$ cat src/rtl/sabt_cfg.svh
// Offsets, field positions, reset values and counts of the arbiter timer.
`ifndef SABT_CFG_SVH
`define SABT_CFG_SVH

// Register offsets on the plain register port.
`define SABT_ADDR_CTRL   4'h0
`define SABT_ADDR_COUNT  4'h1
`define SABT_ADDR_ISTAT  4'h2
`define SABT_ADDR_IMASK  4'h3

// Field positions in the control and status register.
`define SABT_B_MODE_LO   0
`define SABT_B_MODE_HI   1
`define SABT_B_LOST      2
`define SABT_B_CLKSEL    3
`define SABT_B_TOP       4
`define SABT_B_OVF       5
`define SABT_B_RUN       6
`define SABT_B_DONE      7

// Interrupt status and mask bit positions.
`define SABT_I_DONE      0
`define SABT_I_OVF       1
`define SABT_I_LOST      2

// Mode select encodings.
`define SABT_MODE_IDLE   2'h0
`define SABT_MODE_MEAS   2'h1
`define SABT_MODE_ARB    2'h2

// Arbitration sample points and counter figures.
`define SABT_THR_DIV4    9'h038
`define SABT_THR_PRESC   9'h008
`define SABT_DIV4_LAST   2'h3
`define SABT_CNT_MAX     9'h1ff

// Reset levels of the serial lines.
`define SABT_RX_RST      1'b1
`define SABT_TX_RST      1'b1

`endif

$ cat src/rtl/sabt_pkg.sv
// Types shared by the arbiter timer design files.
`default_nettype none
package sabt_pkg;

   typedef enum logic [1:0] {
      ST_IDLE,
      ST_WAIT,
      ST_RUN,
      ST_DONE
   } sabt_fsm_t;

   typedef struct packed {
      logic [3:0] addr;
      logic [7:0] wdata;
      logic       wr;
      logic       rd;
   } sabt_bus_req_t;

   typedef struct packed {
      sabt_fsm_t  fsm;
      logic [8:0] cnt;
      logic       ovf;
      logic       done;
      logic       lost;
      logic       clk_sel;
      logic [1:0] mode;
      logic [1:0] pre;
      logic       half;
      logic       rx_prev;
      logic       tx_prev;
      logic       rx_low_seen;
      logic       sampled;
      logic [2:0] ist;
      logic [2:0] imask;
      logic [7:0] rdata;
      logic       irq;
      logic       tx_pin;
   } sabt_state_t;

endpackage
`default_nettype wire

$ cat src/rtl/sabt_top.sv
// Serial bus arbiter and bit timer with register port and interrupt.
//
// Overview of operation
// - Done flag sets when a measurement ends; control write or reset clears.
// - Running flag reads one while counting, zero when stopped.
// - Overflow flag sets on counter overflow; control write or reset clears.
// - Nine-bit read-only counter, top bit in control; write clears.
// - Mode zero keeps the counter cleared and idle.
// - Clock select zero: bus clock by four, falling edge to falling edge.
// - Clock select zero: running while counting, done on second fall.
// - Clock select one: half prescaler rate, low level to rising edge.
// - Clock select one with receive already low starts at once.
// - Mode two arbitrates, restarting on each transmit rising edge.
// - Receive sampled once at 38h or 08h; low sets lost.
// - Lost flag forces the transmit pin high.
// - Transmit falling with no receive low seen resets the counter.
// - Mode field: idle, measure, arbitrate, reserved; reset clears it.
// - Writing zero to mode high bit clears lost flag.
`include "sabt_cfg.svh"
`default_nettype none
module sabt_top (
   input  wire logic                   sys_clk,
   input  wire logic                   arst_n,
   input  wire logic                   clk_en,
   input  wire sabt_pkg::sabt_bus_req_t bus_req,
   output var  logic [7:0]             rdata,
   input  wire logic                   rx_pin,
   input  wire logic                   internal_transmit_signal,
   input  wire logic                   presc_tick,
   output var  logic                   tx_pin,
   output var  logic                   irq
);
   import sabt_pkg::*;

   // ==========================================================
   // Constants and helpers
   // ==========================================================

   localparam int SW = $bits(sabt_state_t);
   localparam sabt_state_t STATE_RST =
      sabt_state_t'({{(SW - 1){1'b0}}, `SABT_TX_RST});

   function automatic logic hit(input logic [3:0] a,
                                input logic [3:0] off);
      hit = (a == off);
   endfunction

   // Returns the incremented count with the carry out on top.
   function automatic logic [9:0] step(input logic [8:0] c);
      step = {1'b0, c} + 10'h001;
   endfunction

   function automatic logic [7:0] ctrl_word(input sabt_state_t st);
      logic [7:0] w;
      w = 8'h00;
      w[`SABT_B_MODE_LO] = st.mode[0];
      w[`SABT_B_MODE_HI] = st.mode[1];
      w[`SABT_B_LOST]    = st.lost;
      w[`SABT_B_CLKSEL]  = st.clk_sel;
      w[`SABT_B_TOP]     = st.cnt[8];
      w[`SABT_B_OVF]     = st.ovf;
      w[`SABT_B_RUN]     = (st.fsm == ST_RUN);
      w[`SABT_B_DONE]    = st.done;
      ctrl_word = w;
   endfunction

   // ==========================================================
   // Receive synchroniser
   // ==========================================================

   logic rx_s;

   sabt_sync u_rx_sync (
      .sys_clk  (sys_clk),
      .arst_n   (arst_n),
      .clk_en   (clk_en),
      .async_in (rx_pin),
      .sync_out (rx_s)
   );

   // ==========================================================
   // Next state
   // ==========================================================

   sabt_state_t s_reg;
   sabt_state_t s_next;
   logic        rx_fall;
   logic        rx_rise;
   logic        tx_rise;
   logic        tx_fall;
   logic        tick;
   logic        wr_ctrl;
   logic        ev_done;
   logic        ev_ovf;
   logic        ev_lost;
   logic [8:0]  thr;
   logic [9:0]  inc;

   always_comb begin
      s_next  = s_reg;
      rx_fall = s_reg.rx_prev & ~rx_s;
      rx_rise = ~s_reg.rx_prev & rx_s;
      tx_rise = ~s_reg.tx_prev & internal_transmit_signal;
      tx_fall = s_reg.tx_prev & ~internal_transmit_signal;
      wr_ctrl = bus_req.wr & hit(bus_req.addr, `SABT_ADDR_CTRL);
      ev_done = 1'b0;
      ev_ovf  = 1'b0;
      ev_lost = 1'b0;
      inc     = step(s_reg.cnt);
      thr     = s_reg.clk_sel ? `SABT_THR_PRESC : `SABT_THR_DIV4;

      s_next.rx_prev = rx_s;
      s_next.tx_prev = internal_transmit_signal;

      // Counter time base: bus clock by four, or half the prescaler.
      s_next.pre = s_reg.pre + 2'h1;
      if (presc_tick) begin
         s_next.half = ~s_reg.half;
      end
      tick = s_reg.clk_sel ? (presc_tick & s_reg.half)
                           : (s_reg.pre == `SABT_DIV4_LAST);

      case (s_reg.mode)
         `SABT_MODE_MEAS: begin
            case (s_reg.fsm)
               ST_IDLE, ST_WAIT: begin
                  // Clock select one starts on a low level, so a line
                  // already low at enable starts the count at once.
                  if (s_reg.clk_sel ? ~rx_s : rx_fall) begin
                     s_next.fsm = ST_RUN;
                     s_next.cnt = 9'h000;
                  end
               end
               ST_RUN: begin
                  if (s_reg.clk_sel ? rx_rise : rx_fall) begin
                     s_next.fsm = ST_DONE;
                     ev_done    = 1'b1;
                  end else if (tick) begin
                     s_next.cnt = inc[8:0];
                     ev_ovf     = inc[9];
                  end
               end
               default: begin
               end
            endcase
         end
         `SABT_MODE_ARB: begin
            if (tx_rise) begin
               s_next.fsm         = ST_RUN;
               s_next.cnt         = 9'h000;
               s_next.sampled     = 1'b0;
               s_next.rx_low_seen = 1'b0;
            end else if (s_reg.fsm == ST_RUN) begin
               if (!rx_s) begin
                  s_next.rx_low_seen = 1'b1;
               end
               if (tx_fall && !(s_reg.rx_low_seen || !rx_s)) begin
                  s_next.fsm = ST_WAIT;
                  s_next.cnt = 9'h000;
               end else begin
                  if (s_reg.cnt == thr && !s_reg.sampled) begin
                     s_next.sampled = 1'b1;
                     ev_lost        = ~rx_s;
                  end
                  if (tick) begin
                     s_next.cnt = inc[8:0];
                     ev_ovf     = inc[9];
                  end
               end
            end
         end
         default: begin
            // Idle and the reserved code hold the counter cleared.
            s_next.fsm = ST_IDLE;
            s_next.cnt = 9'h000;
         end
      endcase

      // A control write restarts the unit and clears its counter.
      if (wr_ctrl) begin
         s_next.mode[0] = bus_req.wdata[`SABT_B_MODE_LO];
         s_next.mode[1] = bus_req.wdata[`SABT_B_MODE_HI];
         s_next.clk_sel = bus_req.wdata[`SABT_B_CLKSEL];
         s_next.cnt     = 9'h000;
         s_next.fsm     = ST_IDLE;
         s_next.sampled = 1'b0;
      end

      // Flags: a hardware set wins over a clear in the same cycle.
      s_next.done = (s_reg.done & ~wr_ctrl) | ev_done;
      s_next.ovf  = (s_reg.ovf & ~wr_ctrl) | ev_ovf;
      s_next.lost = (s_reg.lost
                     & ~(wr_ctrl & ~bus_req.wdata[`SABT_B_MODE_HI]))
                    | ev_lost;

      // Interrupt status is write-one-to-clear.
      if (bus_req.wr && hit(bus_req.addr, `SABT_ADDR_IMASK)) begin
         s_next.imask = bus_req.wdata[2:0];
      end
      if (bus_req.wr && hit(bus_req.addr, `SABT_ADDR_ISTAT)) begin
         s_next.ist = s_reg.ist & ~bus_req.wdata[2:0];
      end
      s_next.ist[`SABT_I_DONE] = s_next.ist[`SABT_I_DONE] | ev_done;
      s_next.ist[`SABT_I_OVF]  = s_next.ist[`SABT_I_OVF] | ev_ovf;
      s_next.ist[`SABT_I_LOST] = s_next.ist[`SABT_I_LOST] | ev_lost;
      s_next.irq = |(s_next.ist & s_next.imask);

      // Read data stands only in the cycle after the strobe.
      s_next.rdata = 8'h00;
      if (bus_req.rd) begin
         if (hit(bus_req.addr, `SABT_ADDR_CTRL)) begin
            s_next.rdata = ctrl_word(s_reg);
         end else if (hit(bus_req.addr, `SABT_ADDR_COUNT)) begin
            s_next.rdata = s_reg.cnt[7:0];
         end else if (hit(bus_req.addr, `SABT_ADDR_ISTAT)) begin
            s_next.rdata = {5'h00, s_reg.ist};
         end else if (hit(bus_req.addr, `SABT_ADDR_IMASK)) begin
            s_next.rdata = {5'h00, s_reg.imask};
         end
      end

      // A lost arbitration holds the line recessive.
      s_next.tx_pin = s_next.lost | internal_transmit_signal;
   end

   // ==========================================================
   // State register
   // ==========================================================

   always_ff @(posedge sys_clk or negedge arst_n) begin
      if (!arst_n) begin
         s_reg         <= STATE_RST;
         // Edge detectors start at the idle level of their lines.
         s_reg.rx_prev <= `SABT_RX_RST;
         s_reg.tx_prev <= `SABT_TX_RST;
      end else if (clk_en) begin
         s_reg <= s_next;
      end
   end

   assign rdata  = s_reg.rdata;
   assign tx_pin = s_reg.tx_pin;
   assign irq    = s_reg.irq;
endmodule // sabt_top
`default_nettype wire

$ cat src/rtl/sabt_sync.sv
// Three-stage synchroniser that passes a level once two stages agree.
`include "sabt_cfg.svh"
`default_nettype none
module sabt_sync (
   input  wire logic sys_clk,
   input  wire logic arst_n,
   input  wire logic clk_en,
   input  wire logic async_in,
   output var  logic sync_out
);

   logic [2:0] stage_reg;
   logic       out_reg;

   // The first stage feeds only the second; the output follows agreement.
   always_ff @(posedge sys_clk or negedge arst_n) begin
      if (!arst_n) begin
         stage_reg <= {3{`SABT_RX_RST}};
         out_reg   <= `SABT_RX_RST;
      end else if (clk_en) begin
         stage_reg <= {stage_reg[1:0], async_in};
         if (stage_reg[1] == stage_reg[2]) begin
            out_reg <= stage_reg[2];
         end
      end
   end

   assign sync_out = out_reg;

endmodule // sabt_sync
`default_nettype wire

$ cat config.mk
export PLATFORM = sky130hd
export DESIGN_NAME = sabt_top
export DESIGN_NICKNAME = d
export VERILOG_FILES = /design/src/rtl/sabt_pkg.sv /design/src/rtl/sabt_top.sv /design/src/rtl/sabt_sync.sv
export VERILOG_INCLUDE_DIRS = /design/src /design/src/rtl
export SDC_FILE = /design/constraint.sdc
export NUM_CORES = 1
export LEC_CHECK = 0
export ABC_AREA = 1
export BUFFER_PORTS_ARGS = -buffer_cell sky130_fd_sc_hd__buf_2
export CAP_MARGIN = 20
export CELL_PAD_IN_SITES_DETAIL_PLACEMENT = 0
export CELL_PAD_IN_SITES_GLOBAL_PLACEMENT = 2
export CORE_ASPECT_RATIO = 1.25
export CORE_MARGIN = 5
export CORE_UTILIZATION = 34
export CTS_CLUSTER_SIZE = 12
export DETAILED_ROUTE_END_ITERATION = 10
export PLACE_DENSITY_LB_ADDON = 0.3
export REMOVE_ABC_BUFFERS = 1
export SLEW_MARGIN = 40
export SYNTH_ARGS = -nofsm -noshare
export SYNTH_HDL_FRONTEND = slang
export SYNTH_HIERARCHICAL = 1
export SYNTH_SLANG_ARGS = --single-unit
export TNS_END_PERCENT = 20
$ cat constraint.sdc
create_clock -name sys_clk -period 1.7 [get_ports sys_clk]
set_clock_uncertainty 0.05 [all_clocks]
set_input_delay 0.255 -clock sys_clk [delete_from_list [all_inputs] [get_ports sys_clk]]
set_output_delay 0.255 -clock sys_clk [all_outputs]
set_load 0.03 [all_outputs]
; ---- After elaboration in Yosys (flattened, before gate mapping)
; Index checks and enable logic that the tools add are counted.
[word_totals]
reg_bits = 44
inputBits = 20
out_inout_bits = 10
word_cells = 135
[classes]
addsub = 2
eq_ne = 18
mux = 44
n_bitwise = 28
n_reduce_logical = 23
[op_table]
columns = op, n
row1 = 11-bit 2-to-1 mux, 4
row2 = 11-bit case mux with 2 select lines, 2
row3 = 9-bit 2-to-1 mux, 3
row4 = 8-bit 2-to-1 mux, 3
row5 = 1-bit 2-to-1 mux, 22
row6 = 4-bit inequality test (second input constant), 5
row7 = 3-bit 2-to-1 mux, 4
row8 = 9-bit by 1-bit adder with 10-bit output (second input constant), 1
row9 = 1-bit AND, 10
row10 = 5-bit AND reduction, 2
row11 = 9-bit by 6-bit == test with 1-bit output, 1
row12 = 4-bit by 2-bit == test with 1-bit output (second input constant), 2
row13 = 2-bit 2-to-1 mux, 4
row14 = 1-bit NOT, 8
row15 = 1-bit OR, 7
row16 = 3-bit AND, 2
row17 = 2-bit == test (second input constant), 3
row18 = 6-bit 2-to-1 mux, 1
row19 = 2-bit AND reduction, 3
row20 = 6-bit AND reduction, 1
row21 = 3-bit nonzero test, 2
row22 = 2-bit by 1-bit == test with 1-bit output (second input constant), 2
row23 = 4-bit by 1-bit == test with 1-bit output (second input constant), 1
row24 = 1-bit logical AND, 4
row25 = other kinds (15), 18

; ---- Depth between registers and ports, before layout
; Gate-level depths: netlist (run 1).
[depth]
depth_word = 11
ltp_mapped = 11
mapped_depth_nobuf = 11

; ---- Modules after synthesis
; The synthesis (run 1) kept the hierarchy.
[modules_own_cells]
columns = module, n_inst, cells_each, area_per_inst_um2, seq_area_each_um2
row1 = sabt_top, 1, 319, 2429.8, 1004.7
row2 = sabt_sync, 1, 20, 168.9, 105.1

; ---- Worst setup path after synthesis (run 1)
; No wires, ideal clock.
[synth_timing]
path_kind = reg2reg
start = register s_reg[24] (netlist name)
end = register s_reg[36] (netlist name)
setup_time_ps = 69
t_arrival_ps = 1405
required_ps = 1581
setup_slack_ps = 177
path_stages_with_launch = 11
n_path_buf = 0
period_less_slack_ps = 1523
path_cell_list = dfrtp_1 -> inv_1 -> ha_1 -> inv_1 -> nor2_2 -> inv_2 -> a21oi_4 -> inv_1 -> nand2_2 -> o21ai_2 -> nor2_2
[synth_via]
elab_chain_cells = 3
word_cells_on_any_way = 9
classes_between = eq/ne (6) / mux (2) / reduce/logical (1)
[synth_rtl]
columns = element, line
row1 = start: declaration, sabt_top.sv:85  ; sabt_state_t s_reg;
row2 = start signal: assignment, sabt_top.sv:237  ; s_reg <= s_next;
row3 = 2-bit by 1-bit == test with 1-bit output / 2-bit == test (equally long branches), sabt_top.sv:123  ; case (s_reg.mode)
row4 = "4-bit inequality test (no source line), or another cell as far along", --
row5 = 5-bit AND reduction (no source line) / 11-bit 2-to-1 mux (equally long branches), --
; Several ways; a longest one is shown, not always the timed one.
; A chain may end at the register's enable or synchronous reset.

; ---- Worst setup path in the final report (run 1)
[layout_timing]
start = register s_reg[18] (netlist name)
end = register s_reg[37] (netlist name)
[layout_via]
elab_chain_cells = 7
word_cells_on_any_way = 11
classes_between = eq/ne (1) / mux (5) / bitwise (3) / reduce/logical (2)
[layout_rtl]
columns = element, line
row1 = 1-bit AND, sabt_top.sv:104  ; tx_fall = s_reg.tx_prev & ~internal_transmit_signal;
row2 = 1-bit logical AND, sabt_top.sv:157  ; if (tx_fall && !(s_reg.rx_low_seen || !rx_s)) begin
row3 = 9-bit 2-to-1 mux, sabt_top.sv:157
row4 = 11-bit 2-to-1 mux, sabt_top.sv:153  ; end else if (s_reg.fsm == ST_RUN) begin
row5 = 11-bit 2-to-1 mux, sabt_top.sv:148  ; if (tx_rise) begin
row6 = 11-bit case mux with 2 select lines, sabt_top.sv:123
row7 = 11-bit 2-to-1 mux, sabt_top.sv:180  ; if (wr_ctrl) begin
; Several ways; a longest one is shown, not always the timed one. The select of a mux whose other input is x is not followed.

==> summary.txt, run 1 <==
Antenna diode count: 0
Drt total wl: 7020 um
Final setup violation count: 0
Commonest cells post-synth: nand2_1, inv_1, dfrtp_1
Max Root-Sink Buffers: 2
CTS clk-pin slew, worst paths: 0.08 ns
Relative slew slack: 0.682
Unrepaired setup endpoints after global routing: yes
Worst min path class: input port to flop
Crit path arrival time: 1.80 ns
Remaining Overflow, GRT: 0
Dpl cells: 463
Largest net degree at the start of global routing: 34
Design Power: 3.40 mW
Die width: 88.2 um
Mapped Cells: 339
WP data required: 1.88 ns
Average vias per placed instance: 4.84
Multiplexer share of the synthesized area: 0
Final min period: 1.62 ns
Synth Area in Compound Gates: 0.151
Port bufs: 25
NumNets Final: 406
Drt first pass iters: 4
Initial antenna violation count: 0
Max Freq: 0.617 GHz
Main combinational cell family by area after synthesis: simple AND/OR/NAND/NOR gates
H-tree depth reported by CTS: 2
DP Wirelength: 5330 um
#FFs+latches synth: 44
GR Layer Usage met1: 0.195
Hold Violations, Final: 0
Maxcap violations: 0
Status: finished clean
Power Density: 1080 mW/mm^2
Crit Path Class: flop to flop
Ys Warns: 6
Adder-Cell Fraction of Synth Area: 0.0241
Fin cells: 474
Boundary pin count: 30
Crit start category: flop
Max FFs per register: 30
Syn avg cell area: 7.67 sq um
GRT Util Overall: 0.154
DR vias: 2,294
Row count: 35
Global routing usage on met2: 0.265
Post-DP Area: 0.00293 sq mm
First-pass GRT wire length: 11,300 um
Yosys top cell area share: 0.356
Die area: 0.00950 sq mm
Critical path cell sequence: inv_2, nand2_2, nand2_4, inv_1, nand2_2, a21oi_4, inv_2, nor2_1, nor2_1, a21oi_2
Clock Root Buffer: clkbuf_8
Number of flops mapped to enable cells by yosys: 0
Wire per inst: 14.8 um
Worst Tran Pin Value: 0.477 ns
Routed Antenna Nets: 0
CTS tree: done
DR iter-0 viols: 71
Count of pins over their slew limit: 0
P&R area growth vs syn: 21.2%
WHS: 0.121 ns
Share of layout cells above drive strength 1: 0.291
Critical path peak fanout: 5
Worst skew pair latency: 0.30 ns
Mapped cell area: 0.00260 sq mm
Worst ir drop on vdd: 448 uV
Grt peak-use layer: met2
Fillers: 777
Placeable core area: 0.00740 sq mm
Die height: 108 um
Total CTS buffers: 5
Initial core utilization: 0.351
Synth top area cells: dfrtp_1, nand2_1, dfstp_2, inv_1, o21ai_0
Synth unique cells: 36
Vias in the first global route: 2,262
Top_reg_cell synth: dfrtp_1
Worst Setup End Kind: flop
Xor and xnor area share after synthesis: 0.00674
Slowest stage delay, CP: 0.56 ns
RePlAce Congestion: 0.875
Clock sinks: 44
Leakage Power: 1.54 nW
Most frequent cell after synthesis: nand2_1
Final instance area: 0.00315 sq mm
Largest area contributor in the netlist: dfrtp_1
Post-Synth Simple-Gate Area: 0.284
Slowest-stage cell, CP: dfstp_2
Fin crit share: 0.953
Ys async rst share: 1.00
Post-route DRC: 0
Met3 Usage GRT: 0.0222
Sequential area share after synthesis: 0.427
## path summary, 6_finish.rpt
kind / start / to / slack (ns) / cells past startpoint
setup / recovery: s_reg[18] / s_reg[37] / 0.08 / 10
setup reg to reg: s_reg[18] / s_reg[37] / 0.08 / 10
hold / removal: bus_req[5] / s_reg[25] / 0.12 / 3
max in group asynchronous: arst_n / tx_pin / 0.62 / 3
hold reg to reg: s_reg[21] / s_reg[21] / 0.43 / 1
min in group asynchronous: arst_n / s_reg[17] / 0.40 / 2
## through the flow
step | setup slack (ns) | setup TNS (ns) | utilization
6_report | 0.0791 | 0 | 0.426
5_1_grt | -0.0180 | -0.0674 | 0.426
4_1_cts | 0.00960 | 0 | 0.411
3_5_place_dp | 0.0430 | 0 | 0.396
3_3_place_gp | 0.0278 | 0 | 0.396
2_1_floorplan | 0.177 | 0 | -
## critical path, delay by kind of cell (launching register included)
kind | cells | cell delay, ns
DFF | 1 | 0.56
and+or+nand+nor | 5 | 0.42
AOI/OAI and AO/OA | 2 | 0.34
buffers and inverters | 3 | 0.19
## routing by layer
layer / up-vias / wire length, um
met4: 0 / 98
li1: 1173 / -
met5: - / 0
met1: 1076 / 3100
met2: 35 / 3600
met3: 10 / 220
## logic make-up (layout without fill, tap and decap cells)
| group | Yosys count | count (layout) |
|---|---|---|
| compound gates | 65 | 65 |
| xor+xnor | 2 | 2 |
| fa+ha+maj | 5 | 5 |
| buf+inv | 65 | 108 |
| flops | 44 | 44 |
| simple gates | 158 | 158 |
## report_power, final
part           total (mW)  switching (mW)  internal, mW
combinational        1.21           0.738         0.475
clock               0.803           0.363         0.440
sequential           1.39           0.141          1.25
## cells in the final DEF, fill, tap and decap left out, drive strengths merged
master       netlist  layout
nand2             94      94
inv               51      52
buf               10      46
dfrtp             37      37
o21ai             33      33
nor2              25      25
nand3             24      24
a21oi             16      16
nand4              8       8
dfstp              7       7
clkbuf             2       7
o22ai              6       6
nor3               5       5
ha                 5       5
o21bai             3       3
o211ai             3       3
a22o               2       2
nor4               1       1
nand3b             1       1
xnor2              1       1
a31oi              1       1
xor2               1       1
o31ai              1       1
bufinv             0       1
dlygate4sd3        0       1
clkinv             2       1
## repair_timing
item,CTS,global route
hold buffers,1,0
resized for setup,0,30
endpoints found under the hold margin,13,0
setup endpoints to repair,0,15
setup buffers,0,2
## layout make-up
cell class	count	area [sq um]	area share
clock inverter	1	30.0	0.00954
sequential	44	1110	0.353
multi-input combinational	230	1290	0.411
tap	92	115	0.0366
timing repair buffer	47	322	0.102
inverter	53	201	0.0640
clock buffer	7	76.3	0.0242
No activity file was read; power rests on OpenSTA's default activity.
==> inputs of run 2 (changes only) <==
--- a/config.mk
+++ b/config.mk
@@ -12,11 +12,10 @@
 export CELL_PAD_IN_SITES_DETAIL_PLACEMENT = 0
 export CELL_PAD_IN_SITES_GLOBAL_PLACEMENT = 2
 export CORE_ASPECT_RATIO = 1.25
-export CORE_MARGIN = 5
 export CORE_UTILIZATION = 34
 export CTS_CLUSTER_SIZE = 12
 export DETAILED_ROUTE_END_ITERATION = 10
-export PLACE_DENSITY_LB_ADDON = 0.3
+export PLACE_DENSITY_LB_ADDON = 0.12
 export REMOVE_ABC_BUFFERS = 1
 export SLEW_MARGIN = 40
 export SYNTH_ARGS = -nofsm -noshare
==> summary.txt, run 2 (synthesis gave the netlist of run 1 again) <==
Status: finished clean
Worst Setup End Kind: flop
Port bufs: 25 (unchanged)
Critical path cell sequence: inv_2, ha_4, nor4_1, nand3_2, nand2_1, nand2_1, nand2_1
Slowest stage delay, CP: 0.44 ns (-0.12 ns)
Delay-heaviest family, CP: simple AND/OR/NAND/NOR gates
Hold Violations, Final: 0 (unchanged)
Post-DP Area: 0.00295 sq mm (+0.85%)
Commonest non-fill, non-tap cell in the layout: nand2_1
Unrepaired setup endpoints after global routing: yes
Worst hold path startpoint: rx_pin
Remaining Overflow, GRT: 0 (unchanged)
Die area: 0.00800 sq mm (-16%)
Largest net degree at the start of global routing: 45 (+32%)
Placeable core area: 0.00740 sq mm (unchanged)
Worst Tran Pin Value: 0.371 ns (-0.106 ns)
Share of layout cells above drive strength 1: 0.287 (-0.00340)
CTS clk-pin slew, worst paths: 0.09 ns (about the same)
Worst ir drop on vdd: 490 uV (+9.3%)
Drt total wl: 7120 um (+1.4%)
Post-route DRC: 0 (unchanged)
Final instance area: 0.00319 sq mm (+1.3%)
Die width: 80.2 um (-9.1%)
Relative slew slack: 0.751 (+0.0684)
Total area of sequential cells: 0.00111 sq mm (unchanged)
Maxcap violations: 0 (unchanged)
Switching portion of total power: 0.366 (+0.00142)
Bufs and invs on worst path: 1 (-2)
Initial antenna violation count: 0 (unchanged)
Final setup violation count: 0 (unchanged)
Row count: 35 (unchanged)
Total CTS buffers: 5 (unchanged)
Vias in the first global route: 2,367 (+4.6%)
Max Freq: 0.601 GHz (-2.6%)
RePlAce Congestion: 0.831 (-5.0%)
DP Wirelength: 5400 um (+1.3%)
Max FFs per register: 30 (unchanged)
GRT Util Overall: 0.193 (+0.0393)
Max Root-Sink Buffers: 2 (unchanged)
End-of-flow core utilization: 0.431 (+0.00541)
NetSw: 1.26 mW (+1.7%)
Drt first pass iters: 4 (unchanged)
NumNets Final: 414 (+2.0%)
Leakage Power: 1.57 nW (+2.2%)
CTS tree: done
H-tree depth reported by CTS: 2 (unchanged)
Die height: 99.7 um (-7.4%)
Worst skew pair latency: 0.30 ns (about the same)
Crit path arrival time: 1.86 ns (+0.06 ns)
Count of pins over their slew limit: 0 (unchanged)
Reg-to-reg startpoint: s_reg[23]
Fillers: 787 (+1.3%)
Most frequent cells in the layout: nand2_1, inv_1, dfrtp_1
Crit Path Class: flop to flop
Routed Antenna Nets: 0 (unchanged)
Comb power frac: 0.363 (+0.007)
Crit start category: flop
Antenna diode count: 0 (unchanged)
DR iter-0 viols: 131 (+85%)
Power Density: 1080 mW/mm^2 (about the same)
Crit path top cell by count: nand2_1
P&R area growth vs syn: 22.7%
CP startpoint: s_reg[23]
Final min period: 1.66 ns (+0.0441 ns)
Fin crit share: 0.979 (+0.0259)
Clock power share: 0.237 (about the same)
Cell Int Power: 2.19 mW (+1.1%)
Critical path peak fanout: 3 (-2)
Worst min path class: input port to flop
Initial core utilization: 0.351 (unchanged)
First-pass GRT wire length: 11,600 um (+3.0%)
Seq pwr share: 0.400 (-0.008)
Slowest-stage cell, CP: dfrtp_1
Boundary pin count: 30 (unchanged)
Clock Root Buffer: clkbuf_8
Multi-input logic area: 0.00128 sq mm (-0.97%)
Average vias per placed instance: 4.88 (+0.83%)
DR vias: 2,352 (+2.5%)
Wire per inst: 14.8 um (-0.30%)
Clock sinks: 44 (unchanged)
WP data required: 1.89 ns (about the same)
-- run 2: cell count changes in the layout (fill, tap and decap cells not counted), sizes merged --
cell / change
clkbuf: -1
buf: +8
clkinv: +1
-- run 2: final timing paths --
path,slack (ns),end,cells past startpoint
hold / removal,0.12,u_rx_sync/stage_reg[0],3
min in group asynchronous,0.42,s_reg[17],3
max in group asynchronous,0.92,u_rx_sync/stage_reg[0],3
setup reg to reg,0.04,irq,7
setup / recovery,0.04,irq,7
hold reg to reg,0.43,u_rx_sync/stage_reg[0],2
-- run 2: power groups by stage --
stage | Combinational [mW] | Clock (mW) | Sequential, mW
2_1_floorplan | 0.681 | 0 | 1.39
6_report | 1.25 | 0.818 | 1.38
3_5_place_dp | 1.13 | 0 | 1.39
4_1_cts | 1.15 | 0.856 | 1.37
3_3_place_gp | 1.12 | 0 | 1.39
5_1_grt | 1.41 | 0.896 | 1.40
-- run 2: cell type report --
type,instances,area share
repair buffers,55,0.117
clock buffers,6,0.0228
multi-input cells,230,0.402
clock inverters,2,0.0110
flip-flops and latches,44,0.348
well taps,92,0.0361
inverters,53,0.0632
-- run 2: metrics by stage --
step	hold slack [ns]	setup TNS [ns]	power [mW]	instances	setup slack, ns
after floorplan	-0.0906	0	2.07	327	0.177
after global placement	0.210	0	2.51	468	0.0199
after detailed placement	0.210	0	2.52	468	0.0299
after CTS	0.113	0	3.37	477	0.00139
after global routing	0.118	-0.0494	3.70	482	-0.0245
final	0.123	0	3.45	482	0.0350
-- run 2: worst register-to-register path: cells and delay by family, from the launching register on --
kind | cells | cell delay [ns]
buf+inv | 1 | 0.12
flops | 1 | 0.44
fa+ha+maj | 1 | 0.22
simple gates | 5 | 0.79
-- run 2: per-layer routing --
layer / vias to the layer above / track usage / wire, um
met4: 0 / 0.0481 / 87
met3: 9 / 0.0257 / 162
li1: 1195 / - / -
met5: - / 0 / 0
met2: 41 / 0.350 / 3600
met1: 1107 / 0.238 / 3270
-- run 2: what timing repair did --
| item | in CTS | in global routing |
|---|---|---|
| endpoints found under the hold margin | 37 | 0 |
| buffers inserted | 0 | 5 |
| hold buffers | 1 | 0 |
| endpoints found under the setup margin | 2 | 13 |
| gates resized for setup | 1 | 24 |
| pin swaps | 0 | 10 |
